File: src/timer_fault_defines.svh
// Register offsets, field positions, reset values and timing counts of the PWM timer.
// Assumes an APB slave with 32-bit data and byte addresses on paddr.
`ifndef TIMER_FAULT_DEFINES_SVH
`define TIMER_FAULT_DEFINES_SVH

`define ADDR_W          8
`define OFS_MODE        8'h00
`define OFS_CTRL_D      8'h04
`define OFS_HIGH        8'h08
`define OFS_COUNT       8'h0c
`define OFS_CMP_A       8'h10
`define OFS_CMP_B       8'h14
`define OFS_CMP_C       8'h18
`define OFS_CMP_D       8'h1c
`define OFS_PORT        8'h20
`define OFS_PRESCALE    8'h24

`define MODE_RUN_BIT    6
`define CD_GUARD_BIT    0
`define CD_IRQ_EN_BIT   1
`define CD_SRC_CMP_BIT  2
`define CD_FILTER_BIT   3
`define CD_RISING_BIT   4
`define CD_FLAG_BIT     5
`define PORT_DRV_BIT    6
`define PORT_OE_BIT     7

`define TOP_RESET       10'h3ff
`define PRESCALE_RESET  8'h00
`define FILTER_SAMPLES  4

`endif

File: src/timer_fault_pkg.sv
// Types shared by the PWM timer files.
// Assumes nothing of its surroundings.
package timer_fault_pkg;

	typedef logic [9:0] word10_t;

	typedef enum logic [1:0] {
		MODE_OFF  = 2'h0,
		MODE_COMP = 2'h1,
		MODE_CLR  = 2'h2,
		MODE_SET  = 2'h3
	} output_mode_e;

	typedef enum logic [1:0] {
		GUARD_IDLE  = 2'h1,
		GUARD_ARMED = 2'h2
	} guard_state_e;

endpackage
File: src/fault_conditioner.sv
// One fault input path: two-stage synchroniser, optional noise filter and edge detector.
// Assumes raw may change at any time relative to mclk.
`timescale 1ns/10ps
`include "timer_fault_defines.svh"

module fault_conditioner (
	input  wire logic mclk,
	input  wire logic rstn,
	input  wire logic raw,
	input  wire logic filter_en,
	input  wire logic rising_sel,
	output logic      event_pulse
);

	logic       sync1_ff;
	logic       sync2_ff;
	logic [2:0] hist_ff;
	logic       filt_ff;
	logic       prev_ff;
	logic [2:0] nxt_hist;
	logic       nxt_filt;
	logic       level;
	logic [`FILTER_SAMPLES-1:0] window;

	always_comb begin
		window   = {hist_ff, sync2_ff};
		nxt_hist = {hist_ff[1:0], sync2_ff};
		nxt_filt = filt_ff;
		if ((&window) || (~|window)) begin
			nxt_filt = sync2_ff;
		end
		// Filtered path lags the synchronised input by four mclk cycles, independent of any prescaler.
		level = filter_en ? filt_ff : sync2_ff;
		event_pulse = rising_sel ? (level & ~prev_ff) : (~level & prev_ff);
	end

	always_ff @(posedge mclk or negedge rstn) begin
		if (!rstn) begin
			sync1_ff <= 1'b0;
			sync2_ff <= 1'b0;
			hist_ff  <= 3'h0;
			filt_ff  <= 1'b0;
			prev_ff  <= 1'b0;
		end else begin
			sync1_ff <= raw;
			sync2_ff <= sync1_ff;
			hist_ff  <= nxt_hist;
			filt_ff  <= nxt_filt;
			prev_ff  <= level;
		end
	end

endmodule

File: src/timer_fault_guard.sv
// Notes on behaviour
// - Timer tick is a one-cycle enable on mclk, never a clock.
// - With guarding on, a matching edge on the chosen fault input trips protection.
// - A trip clears all output modes; pins then show the port latch bits.
// - The guard enable clears in the same cycle as the output modes.
// - With the fault interrupt enabled, a trip raises the fault interrupt.
// - Fault source is the external pin, or the comparator when selected.
// - Both fault inputs use identical synchronisers and edge detectors.
// - Software can cause a fault by driving the external pin's port bit.
// - The filter output changes only after four equal samples.
// - The filter works only when enabled, adding four mclk cycles.
// - The filter samples on mclk, unaffected by the prescaler.
// - Count and four compares are 10 bits, sharing one 2-bit high byte.
// - A low-byte write loads held high bits and data together.
// - A low-byte read copies the upper two bits into the high byte.
//
// Top of the PWM timer with fault guard and byte-wide access to its 10-bit registers.
// Assumes an APB master on mclk; ext_irq_pin_i and comparator_out are asynchronous.
`timescale 1ns/10ps
`include "timer_fault_defines.svh"

module timer_fault_guard (
	input  wire logic              mclk,
	input  wire logic              rstn,
	input  wire logic              psel,
	input  wire logic              penable,
	input  wire logic              pwrite,
	input  wire logic [`ADDR_W-1:0] paddr,
	input  wire logic [31:0]       pwdata,
	output logic [31:0]            prdata,
	output logic                   pready,
	output logic                   pslverr,
	input  wire logic              ext_irq_pin_i,
	output logic                   ext_irq_pin_o,
	output logic                   ext_irq_pin_oe,
	input  wire logic              comparator_out,
	output logic [5:0]             pwm_pins,
	output logic                   fault_irq
);

	// Bus answer state.
	logic [31:0] prdata_ff;
	logic        pready_ff;
	logic        pslverr_ff;
	logic [1:0]  cap_hi_ff;
	logic [31:0] nxt_prdata;
	logic        nxt_pready;
	logic        nxt_pslverr;
	logic [1:0]  nxt_cap_hi;

	// Software-visible control state.
	timer_fault_pkg::output_mode_e mode_ff [3];
	timer_fault_pkg::output_mode_e nxt_mode [3];
	logic        run_ff;
	logic        nxt_run;
	logic        guard_en_ff;
	logic        nxt_guard_en;
	logic        irq_en_ff;
	logic        nxt_irq_en;
	logic        src_cmp_ff;
	logic        nxt_src_cmp;
	logic        filter_en_ff;
	logic        nxt_filter_en;
	logic        rising_ff;
	logic        nxt_rising;
	logic        flag_ff;
	logic        nxt_flag;
	logic [1:0]  high_ff;
	logic [1:0]  nxt_high;
	logic [7:0]  port_ff;
	logic [7:0]  nxt_port;
	logic [7:0]  prescale_ff;
	logic [7:0]  nxt_prescale;
	logic        irq_ff;
	logic        nxt_irq;
	timer_fault_pkg::guard_state_e guard_st_ff;
	timer_fault_pkg::guard_state_e nxt_guard_st;

	// Timer state.
	timer_fault_pkg::word10_t count_ff;
	timer_fault_pkg::word10_t nxt_count;
	timer_fault_pkg::word10_t cmp_ff [4];
	timer_fault_pkg::word10_t nxt_cmp [4];
	logic [7:0]  div_ff;
	logic [7:0]  nxt_div;
	logic [2:0]  wave_ff;
	logic [2:0]  nxt_wave;
	logic [5:0]  pins_ff;
	logic [5:0]  nxt_pins;

	// Decode and event wires.
	logic        setup;
	logic        done;
	logic        wr_done;
	logic        rd_done;
	logic [31:0] rd_data;
	logic        rd_hit;
	logic [1:0]  rd_hi;
	logic        rd_low;
	logic [2:0]  low_idx;
	logic        low_sel;
	logic        tick;
	logic        ext_raw;
	logic        ext_evt;
	logic        cmp_evt;
	logic        fault_evt;
	logic        trip;
	timer_fault_pkg::word10_t next_cnt;

	// Software drives the pin through its own port bits, and that level also feeds the fault path.
	assign ext_raw = port_ff[`PORT_OE_BIT] ? port_ff[`PORT_DRV_BIT] : ext_irq_pin_i;

	fault_conditioner u_ext_path (
		.mclk        (mclk),
		.rstn        (rstn),
		.raw         (ext_raw),
		.filter_en   (filter_en_ff),
		.rising_sel  (rising_ff),
		.event_pulse (ext_evt)
	);

	fault_conditioner u_cmp_path (
		.mclk        (mclk),
		.rstn        (rstn),
		.raw         (comparator_out),
		.filter_en   (filter_en_ff),
		.rising_sel  (rising_ff),
		.event_pulse (cmp_evt)
	);

	assign fault_evt = src_cmp_ff ? cmp_evt : ext_evt;
	assign trip      = fault_evt && guard_en_ff;

	// Read decode; also names which 10-bit register a low-byte access reaches.
	always_comb begin
		rd_data = 32'h0;
		rd_hit  = 1'b1;
		rd_hi   = 2'h0;
		low_sel = 1'b0;
		low_idx = 3'h0;
		if (paddr == `OFS_MODE) begin
			rd_data = {25'h0, run_ff, mode_ff[2], mode_ff[1], mode_ff[0]};
		end else if (paddr == `OFS_CTRL_D) begin
			rd_data = {26'h0, flag_ff, rising_ff, filter_en_ff, src_cmp_ff, irq_en_ff, guard_en_ff};
		end else if (paddr == `OFS_HIGH) begin
			rd_data = {30'h0, high_ff};
		end else if (paddr == `OFS_COUNT) begin
			rd_data = {24'h0, count_ff[7:0]};
			rd_hi   = count_ff[9:8];
			low_sel = 1'b1;
			low_idx = 3'h4;
		end else if (paddr == `OFS_CMP_A) begin
			rd_data = {24'h0, cmp_ff[0][7:0]};
			rd_hi   = cmp_ff[0][9:8];
			low_sel = 1'b1;
			low_idx = 3'h0;
		end else if (paddr == `OFS_CMP_B) begin
			rd_data = {24'h0, cmp_ff[1][7:0]};
			rd_hi   = cmp_ff[1][9:8];
			low_sel = 1'b1;
			low_idx = 3'h1;
		end else if (paddr == `OFS_CMP_C) begin
			rd_data = {24'h0, cmp_ff[2][7:0]};
			rd_hi   = cmp_ff[2][9:8];
			low_sel = 1'b1;
			low_idx = 3'h2;
		end else if (paddr == `OFS_CMP_D) begin
			rd_data = {24'h0, cmp_ff[3][7:0]};
			rd_hi   = cmp_ff[3][9:8];
			low_sel = 1'b1;
			low_idx = 3'h3;
		end else if (paddr == `OFS_PORT) begin
			rd_data = {24'h0, port_ff};
		end else if (paddr == `OFS_PRESCALE) begin
			rd_data = {24'h0, prescale_ff};
		end else begin
			rd_hit = 1'b0;
		end
	end

	assign setup   = psel && !penable;
	assign done    = psel && penable && pready_ff;
	assign wr_done = done && pwrite && !pslverr_ff;
	assign rd_done = done && !pwrite && !pslverr_ff;
	assign rd_low  = rd_done && low_sel;

	// Bus answer: data and the upper bits are both caught in the setup cycle, so a low byte
	// and the copy into the high byte always come from the same count value.
	always_comb begin
		nxt_pready  = setup;
		nxt_prdata  = prdata_ff;
		nxt_pslverr = 1'b0;
		nxt_cap_hi  = cap_hi_ff;
		if (setup) begin
			nxt_prdata  = pwrite ? 32'h0 : rd_data;
			nxt_pslverr = !rd_hit;
			nxt_cap_hi  = rd_hi;
		end
	end

	always_ff @(posedge mclk or negedge rstn) begin
		if (!rstn) begin
			prdata_ff  <= 32'h0;
			pready_ff  <= 1'b0;
			pslverr_ff <= 1'b0;
			cap_hi_ff  <= 2'h0;
		end else begin
			prdata_ff  <= nxt_prdata;
			pready_ff  <= nxt_pready;
			pslverr_ff <= nxt_pslverr;
			cap_hi_ff  <= nxt_cap_hi;
		end
	end

	// Control registers, the fault flag and the trip.
	always_comb begin
		for (int i = 0; i < 3; i++) begin
			nxt_mode[i] = mode_ff[i];
		end
		nxt_run       = run_ff;
		nxt_guard_en  = guard_en_ff;
		nxt_irq_en    = irq_en_ff;
		nxt_src_cmp   = src_cmp_ff;
		nxt_filter_en = filter_en_ff;
		nxt_rising    = rising_ff;
		nxt_flag      = flag_ff;
		nxt_high      = high_ff;
		nxt_port      = port_ff;
		nxt_prescale  = prescale_ff;
		nxt_guard_st  = guard_st_ff;
		if (wr_done) begin
			if (paddr == `OFS_MODE) begin
				for (int i = 0; i < 3; i++) begin
					nxt_mode[i] = timer_fault_pkg::output_mode_e'(pwdata[2*i +: 2]);
				end
				nxt_run = pwdata[`MODE_RUN_BIT];
			end else if (paddr == `OFS_CTRL_D) begin
				nxt_guard_en  = pwdata[`CD_GUARD_BIT];
				nxt_irq_en    = pwdata[`CD_IRQ_EN_BIT];
				nxt_src_cmp   = pwdata[`CD_SRC_CMP_BIT];
				nxt_filter_en = pwdata[`CD_FILTER_BIT];
				nxt_rising    = pwdata[`CD_RISING_BIT];
				if (pwdata[`CD_FLAG_BIT]) begin
					nxt_flag = 1'b0;
				end
			end else if (paddr == `OFS_HIGH) begin
				nxt_high = pwdata[1:0];
			end else if (paddr == `OFS_PORT) begin
				nxt_port = pwdata[7:0];
			end else if (paddr == `OFS_PRESCALE) begin
				nxt_prescale = pwdata[7:0];
			end
		end
		if (rd_low) begin
			nxt_high = cap_hi_ff;
		end
		// A new event beats a software clear in the same cycle.
		if (fault_evt) begin
			nxt_flag = 1'b1;
		end
		// A trip beats a software write to the output modes or the guard enable in the same cycle.
		if (trip) begin
			for (int i = 0; i < 3; i++) begin
				nxt_mode[i] = timer_fault_pkg::MODE_OFF;
			end
			nxt_guard_en = 1'b0;
		end
		nxt_guard_st = nxt_guard_en ? timer_fault_pkg::GUARD_ARMED : timer_fault_pkg::GUARD_IDLE;
		nxt_irq      = nxt_flag && nxt_irq_en;
	end

	always_ff @(posedge mclk or negedge rstn) begin
		if (!rstn) begin
			for (int i = 0; i < 3; i++) begin
				mode_ff[i] <= timer_fault_pkg::MODE_OFF;
			end
			run_ff       <= 1'b0;
			guard_en_ff  <= 1'b0;
			irq_en_ff    <= 1'b0;
			src_cmp_ff   <= 1'b0;
			filter_en_ff <= 1'b0;
			rising_ff    <= 1'b0;
			flag_ff      <= 1'b0;
			high_ff      <= 2'h0;
			port_ff      <= 8'h0;
			prescale_ff  <= `PRESCALE_RESET;
			irq_ff       <= 1'b0;
			guard_st_ff  <= timer_fault_pkg::GUARD_IDLE;
		end else begin
			for (int i = 0; i < 3; i++) begin
				mode_ff[i] <= nxt_mode[i];
			end
			run_ff       <= nxt_run;
			guard_en_ff  <= nxt_guard_en;
			irq_en_ff    <= nxt_irq_en;
			src_cmp_ff   <= nxt_src_cmp;
			filter_en_ff <= nxt_filter_en;
			rising_ff    <= nxt_rising;
			flag_ff      <= nxt_flag;
			high_ff      <= nxt_high;
			port_ff      <= nxt_port;
			prescale_ff  <= nxt_prescale;
			irq_ff       <= nxt_irq;
			guard_st_ff  <= nxt_guard_st;
		end
	end

	// Timer: divider, counter, compare waves and pin mux. Compare C is the top of the count.
	always_comb begin
		tick     = (div_ff == prescale_ff) && run_ff;
		nxt_div  = (div_ff == prescale_ff) ? 8'h0 : div_ff + 8'h1;
		next_cnt = (count_ff == cmp_ff[2]) ? 10'h0 : count_ff + 10'h1;
		nxt_count = count_ff;
		nxt_wave  = wave_ff;
		for (int i = 0; i < 4; i++) begin
			nxt_cmp[i] = cmp_ff[i];
		end
		if (tick) begin
			nxt_count = next_cnt;
			for (int i = 0; i < 3; i++) begin
				if (next_cnt == 10'h0) begin
					nxt_wave[i] = 1'b1;
				end else if (next_cnt == cmp_ff[(i == 2) ? 3 : i]) begin
					nxt_wave[i] = 1'b0;
				end
			end
		end
		// A software write wins over a tick in the same cycle.
		if (wr_done && low_sel) begin
			if (low_idx == 3'h4) begin
				nxt_count = {high_ff, pwdata[7:0]};
			end else begin
				nxt_cmp[low_idx[1:0]] = {high_ff, pwdata[7:0]};
			end
		end
		for (int i = 0; i < 3; i++) begin
			if (mode_ff[i] == timer_fault_pkg::MODE_OFF) begin
				nxt_pins[2*i] = port_ff[2*i];
			end else if (mode_ff[i] == timer_fault_pkg::MODE_SET) begin
				nxt_pins[2*i] = ~wave_ff[i];
			end else begin
				nxt_pins[2*i] = wave_ff[i];
			end
			if (mode_ff[i] == timer_fault_pkg::MODE_COMP) begin
				nxt_pins[2*i+1] = ~wave_ff[i];
			end else begin
				nxt_pins[2*i+1] = port_ff[2*i+1];
			end
		end
	end

	always_ff @(posedge mclk or negedge rstn) begin
		if (!rstn) begin
			div_ff   <= 8'h0;
			count_ff <= 10'h0;
			for (int i = 0; i < 4; i++) begin
				cmp_ff[i] <= (i == 2) ? `TOP_RESET : 10'h0;
			end
			wave_ff  <= 3'h0;
			pins_ff  <= 6'h0;
		end else begin
			div_ff   <= nxt_div;
			count_ff <= nxt_count;
			for (int i = 0; i < 4; i++) begin
				cmp_ff[i] <= nxt_cmp[i];
			end
			wave_ff  <= nxt_wave;
			pins_ff  <= nxt_pins;
		end
	end

	assign prdata         = prdata_ff;
	assign pready         = pready_ff;
	assign pslverr        = pslverr_ff;
	assign ext_irq_pin_o  = port_ff[`PORT_DRV_BIT];
	assign ext_irq_pin_oe = port_ff[`PORT_OE_BIT];
	assign pwm_pins       = pins_ff;
	assign fault_irq      = irq_ff;

endmodule

File: config.mk
export PLATFORM = sky130hd
export DESIGN_NAME = timer_fault_guard
export DESIGN_NICKNAME = d
export VERILOG_FILES = /design/src/timer_fault_pkg.sv /design/src/fault_conditioner.sv /design/src/timer_fault_guard.sv
export VERILOG_INCLUDE_DIRS = /design/src
export SDC_FILE = /design/constraint.sdc
export NUM_CORES = 1
export LEC_CHECK = 0
export ABC_AREA = 1
export BUFFER_PORTS_ARGS = -buffer_cell sky130_fd_sc_hd__buf_2
export CORE_AREA = 8 8 141 143
export CTS_CLUSTER_DIAMETER = 200
export DETAILED_ROUTE_END_ITERATION = 8
export DIE_AREA = 0 0 149 151
export GPL_TIMING_DRIVEN = 1
export PLACE_DENSITY_LB_ADDON = 0.25
export SLEW_MARGIN = 10
export SYNTH_ARGS = -nofsm -noshare
export SYNTH_HDL_FRONTEND = slang
export SYNTH_SLANG_ARGS = --single-unit
export TNS_END_PERCENT = 50
File: constraint.sdc
create_clock -name mclk -period 1.8 [get_ports mclk]
set_input_delay 0.18 -clock mclk [delete_from_list [all_inputs] [get_ports mclk]]
set_output_delay 0.18 -clock mclk [all_outputs]
set_load 0.01 [all_outputs]
==> Word-level counts from Yosys, hierarchy flattened <==
Index checks and enable logic that the tools add are counted.
{ "op_classes": {"n_addsub": 2, "n_lt_le_gt_ge": 2, "n_eq_ne": 24, "n_mux": 95, "n_bitwise": 17, "reduce_logical": 49} }
{ "ops": {"columns": ["op", "count"], "rows": [
  ["$mux 8", 11],
  ["$mux 1", 52],
  ["$mux 10", 5],
  ["$bwmux 40", 1],
  ["$eq 10x10->1", 4],
  ["$mux 2", 17],
  ["$eq 8x5->1 const B", 4],
  ["$mux 32", 1],
  ["$demux 10 s2", 1],
  ["$mux 6", 3],
  ["$eq 8x4->1 const B", 2],
  ["$eq 8x6->1 const B", 2],
  ["$reduce_bool 2->1", 8],
  ["$logic_and 1x1->1", 13],
  ["$mux 3", 4],
  ["$not 1->1", 12],
  ["$reduce_and 2->1", 6],
  ["$reduce_and 4->1", 3],
  ["$add 10x1->10 const B", 1],
  ["$logic_not 10->1", 1],
  ["$add 8x1->8 const B", 1],
  ["$eq 8x3->1 const B", 1],
  ["$eq 8x8->1", 1],
  ["$logic_not 8->1", 1],
  ["other kinds (15)", 34]
]} }
{ "word_totals": {"reg_bits": 149, "inputBits": 47, "out_inout_bits": 43, "word_cells": 227} }

==> Logic depth before layout (Yosys ltp) <==
Gate-level depths: netlist (run 1).
{ "logic_depth": {"depth_word": 15, "depth_mapped": 17, "mapped_depth_nobuf": 15} }

==> By module <==
A second synthesis (run 1) with hierarchy kept.
{ "unflattened": {"hier_cells": 953, "area_unflattened_um2": 6959.2} }
{ "modules_own_cells": {"columns": ["module", "n_inst", "cells_each", "area_per_inst_um2", "seq_area_each_um2"], "rows": [
  ["timer_fault_guard", 1, 903, 6456.2, 2790.2],
  ["fault_conditioner", 2, 25, 251.5, 175.2]
]} }

==> Worst setup path before layout (run 1) <==
No wires, ideal clock.
{ "synth_path": {"path_kind": "reg-to-reg", "startpoint": "reg count_ff[0]", "endpoint": "reg wave_ff[0]", "setup_ps": 67, "arrival_time_ps": 1692, "t_required_ps": 1733, "path_slack_ps": 42, "path_stages_with_launch": 12, "path_buffers": 0, "period_less_slack_ps": 1758, "path_cell_list": "dfrtp_1 > ha_1 > nand2_1 > nor2_1 > or2_2 > o21ai_0 > inv_1 > nand2_4 > nand2_1 > nor3_2 > nand4_2 > nand2_1"} }
{ "synth_via": {"elab_chain_cells": 5, "elab_cells_between_ends": 8, "classes_between": "1 x add/sub; 2 x eq/ne; 2 x mux; 3 x reduce/logical"} }
{ "synth_lines": {"columns": ["item", "line_no", "rtl"], "rows": [
  ["start: declaration", "timer_fault_guard.sv:80", "timer_fault_pkg::word10_t count_ff;"],
  ["start signal: assignment", "timer_fault_guard.sv:363", "count_ff <= nxt_count;"],
  ["$add 10x1->10 / $eq 10x10->1 (equally long branches)", "timer_fault_guard.sv:312", "next_cnt = (count_ff == cmp_ff[2]) ? 10'h0 : count_ff + 10'h1;"],
  ["$mux 10 (*)", "timer_fault_guard.sv:312", null],
  ["$eq 10x10->1 / $logic_not 10->1 (equally long branches)", "timer_fault_guard.sv:323, timer_fault_guard.sv:321", null],
  ["$reduce_bool 2->1 (no line)", null, null],
  ["$reduce_and 2->1 (no line)", null, null],
  ["end signal: assignment", "timer_fault_guard.sv:367", "wave_ff <= nxt_wave;"],
  ["end: declaration", "timer_fault_guard.sv:86", "logic [2:0] wave_ff;"]
]} }
Mark *: on every way between the ends. The rest lies on a longest branch, timed or not.
A chain may end at the register's enable or synchronous reset.

==> Final worst setup path (run 1) <==
{ "layout_path": {"startpoint": "reg cmp_ff[16] in the netlist's numbering", "endpoint": "reg wave_ff[1]"} }
{ "layout_via": {"elab_chain_cells": 5, "elab_cells_between_ends": 7, "classes_between": "2 x eq/ne; 2 x mux; 3 x reduce/logical"} }
{ "layout_lines": {"columns": ["item", "line_no", "rtl"], "rows": [
  ["start: declaration", "timer_fault_guard.sv:82", "timer_fault_pkg::word10_t cmp_ff [4];"],
  ["start signal: indexed assignment", "timer_fault_guard.sv:357", "cmp_ff[i] <= (i == 2) ? `TOP_RESET : 10'h0;"],
  ["start signal: indexed assignment", "timer_fault_guard.sv:365", "cmp_ff[i] <= nxt_cmp[i];"],
  ["$eq 10x10->1 (*)", "timer_fault_guard.sv:312", null],
  ["$mux 10 (*)", "timer_fault_guard.sv:312", null],
  ["$eq 10x10->1 / $logic_not 10->1 (equally long branches)", "timer_fault_guard.sv:323, timer_fault_guard.sv:321", null],
  ["$reduce_bool 2->1 (no line)", null, null],
  ["$reduce_and 2->1 (no line)", null, null]
]} }
Marked as above.

==> results.txt, run 1 <==
Status -> finished, violations left
Failing checks -> setup timing
Instance area at placement -> 8220 µm²
Fillers -> 1,634
Required @ worst endpoint -> 2.09 ns
Worst hold endpoint -> mode_ff[0]
Max FO, Critical Path -> 5
Routability cong. -> 0.913
CP Cell Sequence -> xnor2_2 > nand2_2 > nor2_4 > nand3_4 > buf_12 > nand2_8 > nand2_2 > nand2_1 > nand2_1 > nor2_2 > nand4_1 > nand2_1 > nand2_1
First-pass GRT wire length -> 33,900 µm
R2r setup slk -> -0.29 ns
Cell Rows -> 49
Launch point of the worst hold path -> pwdata[4]
Largest net degree at the start of global routing -> 47
CP endpoint kind -> flop
Reg2reg start -> cmp_ff[16]
Core Area -> 17,700 µm²
Hold path depth -> 3
Critical Path Source Type -> flop
WL per Instance -> 16.4 µm
Largest incremental delay on the critical path -> 0.55 ns
Vias in the first global route -> 6,116
EDFF count, synth -> 0
Depth of the worst register-to-register path -> 13
Synthesized instance count -> 919
# nets final -> 1,136
Fmax -> 0.478 GHz
Initial core utilization -> 0.394
I/O pins -> 90
Worst-Margin Slew -> 0.557 ns
Netlist cell types -> 46
Top cell by count, worst path -> nand2_1
Worst clock skew -> 0.00933 ns
Mapped cell area -> 6960 µm²
Async set or reset register ratio after synthesis -> 1.00
Hpwl dp -> 16,300 µm
RSZ-0062 raised after global routing -> yes
Setup TNS -> -1.10 ns
DIE HEIGHT -> 151 µm
Chip width -> 149 µm
Clock root buffer -> clkbuf_16
CP max-delay cell -> dfstp_2
DRC marker count from the first detailed-route iteration -> 532
Avg Inst Size Synth -> 7.57 µm²
Setup WS pre-CTS -> -0.223 ns
Initial DRT Pass Iterations -> 5
Synth-to-Final Area Change -> 33.5%
Leak -> 0.00450 µW
Yosys warns -> 0
FF-to-FF End -> wave_ff[1]
PortBufs -> 41
Final Hold Viols -> 0
Maximum clock path buffer count -> 2
Max-Cap Viols -> 0
Initial antenna violation count -> 0
Crit Path Class -> flop to flop
Main area contributors after synthesis -> dfrtp_1 41%, nand2_1 15%, o21ai_0 7.4%
Via density per instance -> 4.92
Synthesized flop and latch total -> 125
Drt total wl -> 21,800 µm
DIE AREA -> 22,500 µm²
Ant. Diodes -> 0
Final instance area -> 9290 µm²
Setup WS post-layout -> -0.293 ns
Pwr/cell area -> 1180 nW/µm²
Sequential fraction of the synthesis area -> 0.451
Post-route ant nets -> 0
Most used DFF post-synth -> dfrtp_1
Worst-Skew Late Latency -> 0.42 ns
Worst EP arrival -> 2.39 ns
CTS clk-pin slew, worst paths -> 0.06 ns
Relative slew slack -> 0.625
Final Critical Period -> 2.09 ns
Layout cell share with drive strength beyond 1 -> 0.259
Peak supply drop -> 820 µV
Share of the synthesized area in the top cell type -> 0.413
Fin crit share -> 1.16
GRT Util Overall -> 0.197
Post-Place Cells -> 1,282
Worst min-delay path class -> primary input to flop
Routed vias -> 6,539
Largest area contributor in the netlist -> dfrtp_1
Remaining Overflow, GRT -> 0
TritonCTS clock tree -> done
# DRC -> 0
Max Slew Vio Count -> 0
H-tree levels -> 4
Clock tree sinks -> 125
Endpoints failing setup -> 9
Hold Slack -> 0.00958 ns
CTS Buf Count -> 17
Final non-filler cell total -> 1,329
[registers in the layout, summed over array words and instances (netlist names), 2 cells and up]
name,flops
mode_ff,6
cmp_ff,40
count_ff,10
u_cmp_path.hist_ff,3
port_ff,8
cap_hi_ff,2
prdata,8
pwm_pins,6
high_ff,2
u_ext_path.hist_ff,3
prescale_ff,8
wave_ff,3
div_ff,8
[power breakdown]
| part | internal (µW) | switching, µW |
|---|---|---|
| combinational | 1700 | 2010 |
| clock | 2610 | 1350 |
| sequential | 3010 | 250 |
| total | 7320 | 3610 |
[worst max-delay path: cells and delay by family, from the launching register on]
| family | cells | cell delay, ns |
|---|---|---|
| and+or+nand+nor | 11 | 1.09 |
| DFF | 1 | 0.55 |
| buffers and inverters | 1 | 0.19 |
| xor gates and xnor gates | 1 | 0.12 |
[cells by family (layout without fill, tap and decap cells)]
| kind of cell | count (synthesis) | after routing | synth area share |
|---|---|---|---|
| and+or+nand+nor | 411 | 412 | 0.260 |
| buffers and inverters | 178 | 335 | 0.117 |
| DFF | 125 | 125 | 0.451 |
| adders and majority gates | 2 | 2 | 0.00359 |
| other | 1 | 24 | 0.000539 |
| xor gates and xnor gates | 17 | 17 | 0.0235 |
| AOI/OAI and AO/OA | 185 | 185 | 0.144 |
[synthesized netlist by cell type (4+ instances only)]
cell and number:
a21oi_1 43, a31oi_1 8, buf_2 7, buf_4 26
buf_6 4, clkbuf_1 9, dfrtp_1 115, dfstp_2 10
inv_1 122, inv_2 8, nand2_1 271, nand2_2 5
nand2_4 4, nand3_1 35, nand3b_1 5, nand4_1 10
nor2_1 50, nor2_2 5, nor3_1 6, o2111ai_1 6
o211ai_1 8, o21ai_0 103, o21ai_1 6, o22ai_1 6
xnor2_1 8, xor2_1 7
[worst max path at each step]
| stage | slack, ns | start | endpoint |
|---|---|---|---|
| after floorplan | 0.04 | count_ff[0] | wave_ff[0] |
| after global placement | -0.19 | cmp_ff[16] | wave_ff[1] |
| after detailed placement | -0.22 | count_ff[0] | wave_ff[2] |
| after CTS | -0.21 | cmp_ff[10] | wave_ff[1] |
| after global routing | -0.41 | cmp_ff[16] | wave_ff[1] |
| final | -0.29 | cmp_ff[16] | wave_ff[1] |
[what timing repair did]
action	CTS	global route
gates resized for setup	20	50
endpoints found under the setup margin	12	43
hold buffers	5	0
cloned	2	0
buffers inserted	4	7
pin swaps	7	31
hold endpoints to repair	60	0
[metal layers]
metal | part of all wire | global-route usage | vias up
met5 | 0 | 0 | -
met4 | 0.024 | 0.0676 | 0
met3 | 0.058 | 0.0370 | 31
met2 | 0.46 | 0.303 | 187
met1 | 0.46 | 0.271 | 3077
li1 | - | - | 3244
[cells in the final DEF (no fill, tap or decap), drive strengths merged, types with 19 or more instances in the layout]
cell    synthesis  final
a21oi          43     43
clkbuf          9     19
nor2           58     58
o21ai         109    109
inv           130    132
conb            1     24
dfrtp         115    115
nand2         280    280
buf            38    167
nand3          39     40
[area by class of cell]
cell class,instances,area [µm²],area share
well taps,229,287,0.0308
repair buffers,172,1400,0.151
inverters,131,492,0.0529
multi-input cells,640,3290,0.354
flip-flops and latches,125,3150,0.339
clock inverters,13,238,0.0256
clock buffers,19,433,0.0466
[through the flow]
step	total power (µW)	utilization
detailed placement	6400	0.466
global placement	6390	0.466
global route	11500	0.526
CTS	10500	0.513
finish	10900	0.526
floorplan	5070	-
(Power assumes the default switching activity.)
==> run 2: changes to the inputs <==
--- a/config.mk
+++ b/config.mk
@@ -13,9 +13,11 @@
 export DETAILED_ROUTE_END_ITERATION = 8
 export DIE_AREA = 0 0 149 151
 export GPL_TIMING_DRIVEN = 1
+export HOLD_SLACK_MARGIN = 0.05
 export PLACE_DENSITY_LB_ADDON = 0.25
 export SLEW_MARGIN = 10
 export SYNTH_ARGS = -nofsm -noshare
 export SYNTH_HDL_FRONTEND = slang
+export SYNTH_HIERARCHICAL = 1
 export SYNTH_SLANG_ARGS = --single-unit
 export TNS_END_PERCENT = 50
==> run 2 against run 1 <==
Net effect:
- the run still ends with setup timing left
- via count up 4.1%
- sequential power down 3%
- critical path depth grew 1
- synthesized area hardly changed
- combinational power grew 7.8%
- clock skew is 0.0022 ns higher
- clock power fell by 14%
- critical endpoint unchanged
- largest cell class unchanged
- highest routed layer unchanged
==> results.txt, run 2 <==
Status -> finished, violations left (unchanged)
Failing checks -> setup timing (unchanged)
Sequential power share -> 0.299 (was 0.298)
Chip width -> 149 µm (unchanged)
Routed vias -> 6,806 (was 6,539)
Setup TNS -> -0.905 ns (was -1.10 ns)
Initial core utilization -> 0.394 (about the same)
Main area contributors after synthesis -> dfrtp_1 41%, nand2_1 17%, o21ai_0 8.1% (was dfrtp_1 41%, nand2_1 15%, o21ai_0 7.4%)
Yosys warns -> 6 (was 0)
# DRC -> 0 (unchanged)
Most flops, register -> cmp_ff (unchanged)
Max-Cap Viols -> 0 (unchanged)
Pwr/cell area -> 1120 nW/µm² (was 1180 nW/µm²)
Maximum clock path buffer count -> 2 (unchanged)
DIE AREA -> 22,500 µm² (unchanged)
Worst-Margin Slew -> 0.651 ns (was 0.557 ns)
CTS Buf Count -> 17 (unchanged)
Multi-input logic area -> 3380 µm² (was 3290 µm²)
Async set or reset register ratio after synthesis -> 1.00 (unchanged)
Crit path to -> wave_ff[1] (unchanged)
P_sw -> 3790 µW (was 3610 µW)
Peak supply drop -> 649 µV (was 820 µV)
Sequential fraction of the synthesis area -> 0.451 (about the same)
Cell Rows -> 49 (unchanged)
Synth cell count leaders -> 321 x nand2_1, 116 x inv_1, 115 x dfrtp_1, 113 x o21ai_0, 55 x nor2_1 (was 271 x nand2_1, 122 x inv_1, 115 x dfrtp_1, 103 x o21ai_0, 50 x nor2_1)
Initial DRT Pass Iterations -> 5 (unchanged)
Netlist cell types -> 43 (was 46)
Sw frac -> 0.358 (was 0.330)
# nets final -> 1,180 (was 1,136)
DRC marker count from the first detailed-route iteration -> 535 (was 532)
Drt total wl -> 22,300 µm (was 21,800 µm)
EDFF count, synth -> 0 (unchanged)
H-tree levels -> 4 (unchanged)
Worst EP arrival -> 2.38 ns (was 2.39 ns)
Int Power -> 6780 µW (was 7320 µW)
WL per Instance -> 16.2 µm (was 16.4 µm)
Worst-Skew Late Latency -> 0.43 ns (was 0.42 ns)
Setup WS post-layout -> -0.226 ns (was -0.293 ns)
Max reg flops -> 40 (unchanged)
Hold Slack -> 0.0545 ns (was 0.00958 ns)
Crit Path Class -> flop to flop (unchanged)
Synth-to-Final Area Change -> 35.0% (was 33.5%)
TritonCTS clock tree -> done (unchanged)
Fillers -> 1,676 (was 1,634)
Final Critical Period -> 2.03 ns (was 2.09 ns)
Largest net degree at the start of global routing -> 33 (was 47)
Top-count cell post-synth -> nand2_1 (unchanged)
Share of the synthesized area in the top cell type -> 0.414 (was 0.413)
Launch point of the worst hold path -> pwdata[1] (was pwdata[4])
Most used DFF post-synth -> dfrtp_1 (unchanged)
Layout cell share with drive strength beyond 1 -> 0.266 (was 0.259)
RSZ-0062 raised after global routing -> yes (unchanged)
Commonest cells after routing, fill and taps aside -> 302 x nand2_1, 113 x dfrtp_1, 110 x inv_1 (was 258 x nand2_1, 118 x inv_1, 109 x dfrtp_1)
Clock root buffer -> clkbuf_16 (unchanged)
Core Area -> 17,700 µm² (unchanged)
Leak -> 0.00461 µW (was 0.00450 µW)
GRT Util Overall -> 0.201 (was 0.197)
Regs by FF count -> cmp_ff: 40 flops, count_ff: 10 flops (unchanged)
Commonest non-fill, non-tap cell in the layout -> nand2_1 (unchanged)
Max Slew Vio Count -> 0 (unchanged)
Remaining Overflow, GRT -> 0 (unchanged)
Logic gate share of total power -> 0.379 (was 0.340)
CP endpoint kind -> flop (unchanged)
Worst clock skew -> 0.0116 ns (was 0.00933 ns)
Area occupied by registers -> 3140 µm² (was 3150 µm²)
CTS clk-pin slew, worst paths -> 0.06 ns (about the same)
Avg Inst Size Synth -> 7.30 µm² (was 7.57 µm²)
Worst min-delay path class -> primary input to flop (unchanged)
Ant. Diodes -> 0 (unchanged)
Clock power share -> 0.322 (was 0.362)
Via density per instance -> 4.96 (was 4.92)
Mapped cell area -> 6960 µm² (about the same)
Hpwl dp -> 16,700 µm (was 16,300 µm)
First-pass GRT wire length -> 34,300 µm (was 33,900 µm)
Largest area contributor in the netlist -> dfrtp_1 (unchanged)
FF-to-FF End -> wave_ff[1] (unchanged)
Fin crit share -> 1.13 (was 1.16)
Final Hold Viols -> 0 (unchanged)
Required @ worst endpoint -> 2.15 ns (was 2.09 ns)
I/O pins -> 90 (unchanged)
Tot Pwr -> 10,600 µW (was 10,900 µW)
Fmax -> 0.494 GHz (was 0.478 GHz)
Routability cong. -> 0.962 (was 0.913)
Post-route ant nets -> 0 (unchanged)
DIE HEIGHT -> 151 µm (unchanged)
Post-layout utilization of the core -> 0.532 (was 0.526)
Max FO, Critical Path -> 5 (unchanged)
Vias in the first global route -> 6,209 (was 6,116)
Relative slew slack -> 0.561 (was 0.625)
Synthesized instance count -> 953 (was 919)
Worst setup path startpoint -> cmp_ff[17] (was cmp_ff[16])
Synthesized flop and latch total -> 125 (unchanged)
R2r setup slk -> -0.23 ns (was -0.29 ns)
Initial antenna violation count -> 0 (unchanged)
Depth of the worst register-to-register path -> 14 (was 13)
Clock tree sinks -> 125 (unchanged)
Critical Path Source Type -> flop (unchanged)
PortBufs -> 41 (unchanged)
Endpoints failing setup -> 8 (was 9)
Reg2reg start -> cmp_ff[17] (was cmp_ff[16])
-- run 2: cell types whose count changed in the layout (fill, tap and decap cells not counted), sizes merged, moves of 6 or more --
cell | before | now
a21oi | 43 | 34
o21ai | 109 | 121
xnor2 | 10 | 4
nand3 | 40 | 30
nor2 | 58 | 71
nand2 | 280 | 334
a31oi | 8 | 2
-- run 2: layout make-up --
cell class	count	share of cell area
Timing Repair Buffer	176	0.160
Sequential cell	125	0.335
Tap cell	229	0.0305
Clock buffer	19	0.0482
Inverter	131	0.0529
Clock inverter	12	0.0137
Multi-Input combinational cell	680	0.360
-- run 2: worst min path at each step --
stage | slack (ns) | to | cells past startpoint
after floorplan | -0.12 | cap_hi_ff[0] | 0
after CTS | 0.05 | count_ff[1] | 3
after detailed placement | 0.17 | u_cmp_path/sync1_ff | 1
after global placement | 0.17 | u_cmp_path/sync1_ff | 1
after global routing | 0.07 | count_ff[1] | 3
final | 0.05 | count_ff[1] | 3
-- run 2: per-stage QoR --
step                      setup slack (ns)  std cells  instance area [µm²]
final                               -0.226       1372                 9390
after global routing                -0.377       1372                 9390
after CTS                           -0.181       1367                 9170
after detailed placement            -0.242       1319                 8290
after global placement              -0.197       1319                 8290
after floorplan                     0.0660        976                 7050
-- run 2: cell families after synthesis --
logic type,Yosys count,synth area share
and+or+nand+nor,464,0.284
xor gates and xnor gates,10,0.0126
AOI/OAI and AO/OA,177,0.136
muxes,1,0.00144
adders and majority gates,2,0.00360
DFF,125,0.451
other,1,0.000539
buffers and inverters,173,0.110
-- run 2: power groups by stage --
stage	Combinational [µW]	Sequential, µW	Clock (µW)
after floorplan	1830	3180	0
after global placement	3270	3190	0
after detailed placement	3290	3190	0
after CTS	3550	3150	3440
after global routing	4370	3180	3560
final	4000	3160	3400
-- run 2: timing repair --
item | 4_1_cts | 5_1_grt
endpoints found under the setup margin | 9 | 20
setup buffers | 6 | 3
gates resized for setup | 29 | 63
gates cloned | 1 | 2
hold buffers | 10 | 0
endpoints found under the hold margin | 35 | 0
pin swaps | 8 | 29
-- run 2: worst max-delay path, stage by stage (launching register included) --
cell and delay, ns:
dfstp_2 0.53, inv_2 0.04, nand2_2 0.05, nand2_2 0.06
nor2_4 0.15, nand2_2 0.08, nor2_4 0.13, buf_12 0.14
nand2_8 0.11, buf_8 0.15, nand2_2 0.07, inv_1 0.06
nor2_1 0.10, nand4_1 0.18, nand2_1 0.11
-- run 2: per-layer routing --
metal,GRT usage,share of wire,up-vias
met5,0,0,-
li1,-,-,3345
met4,0.0919,0.031,0
met3,0.0367,0.080,37
met1,0.277,0.45,3169
met2,0.300,0.44,255
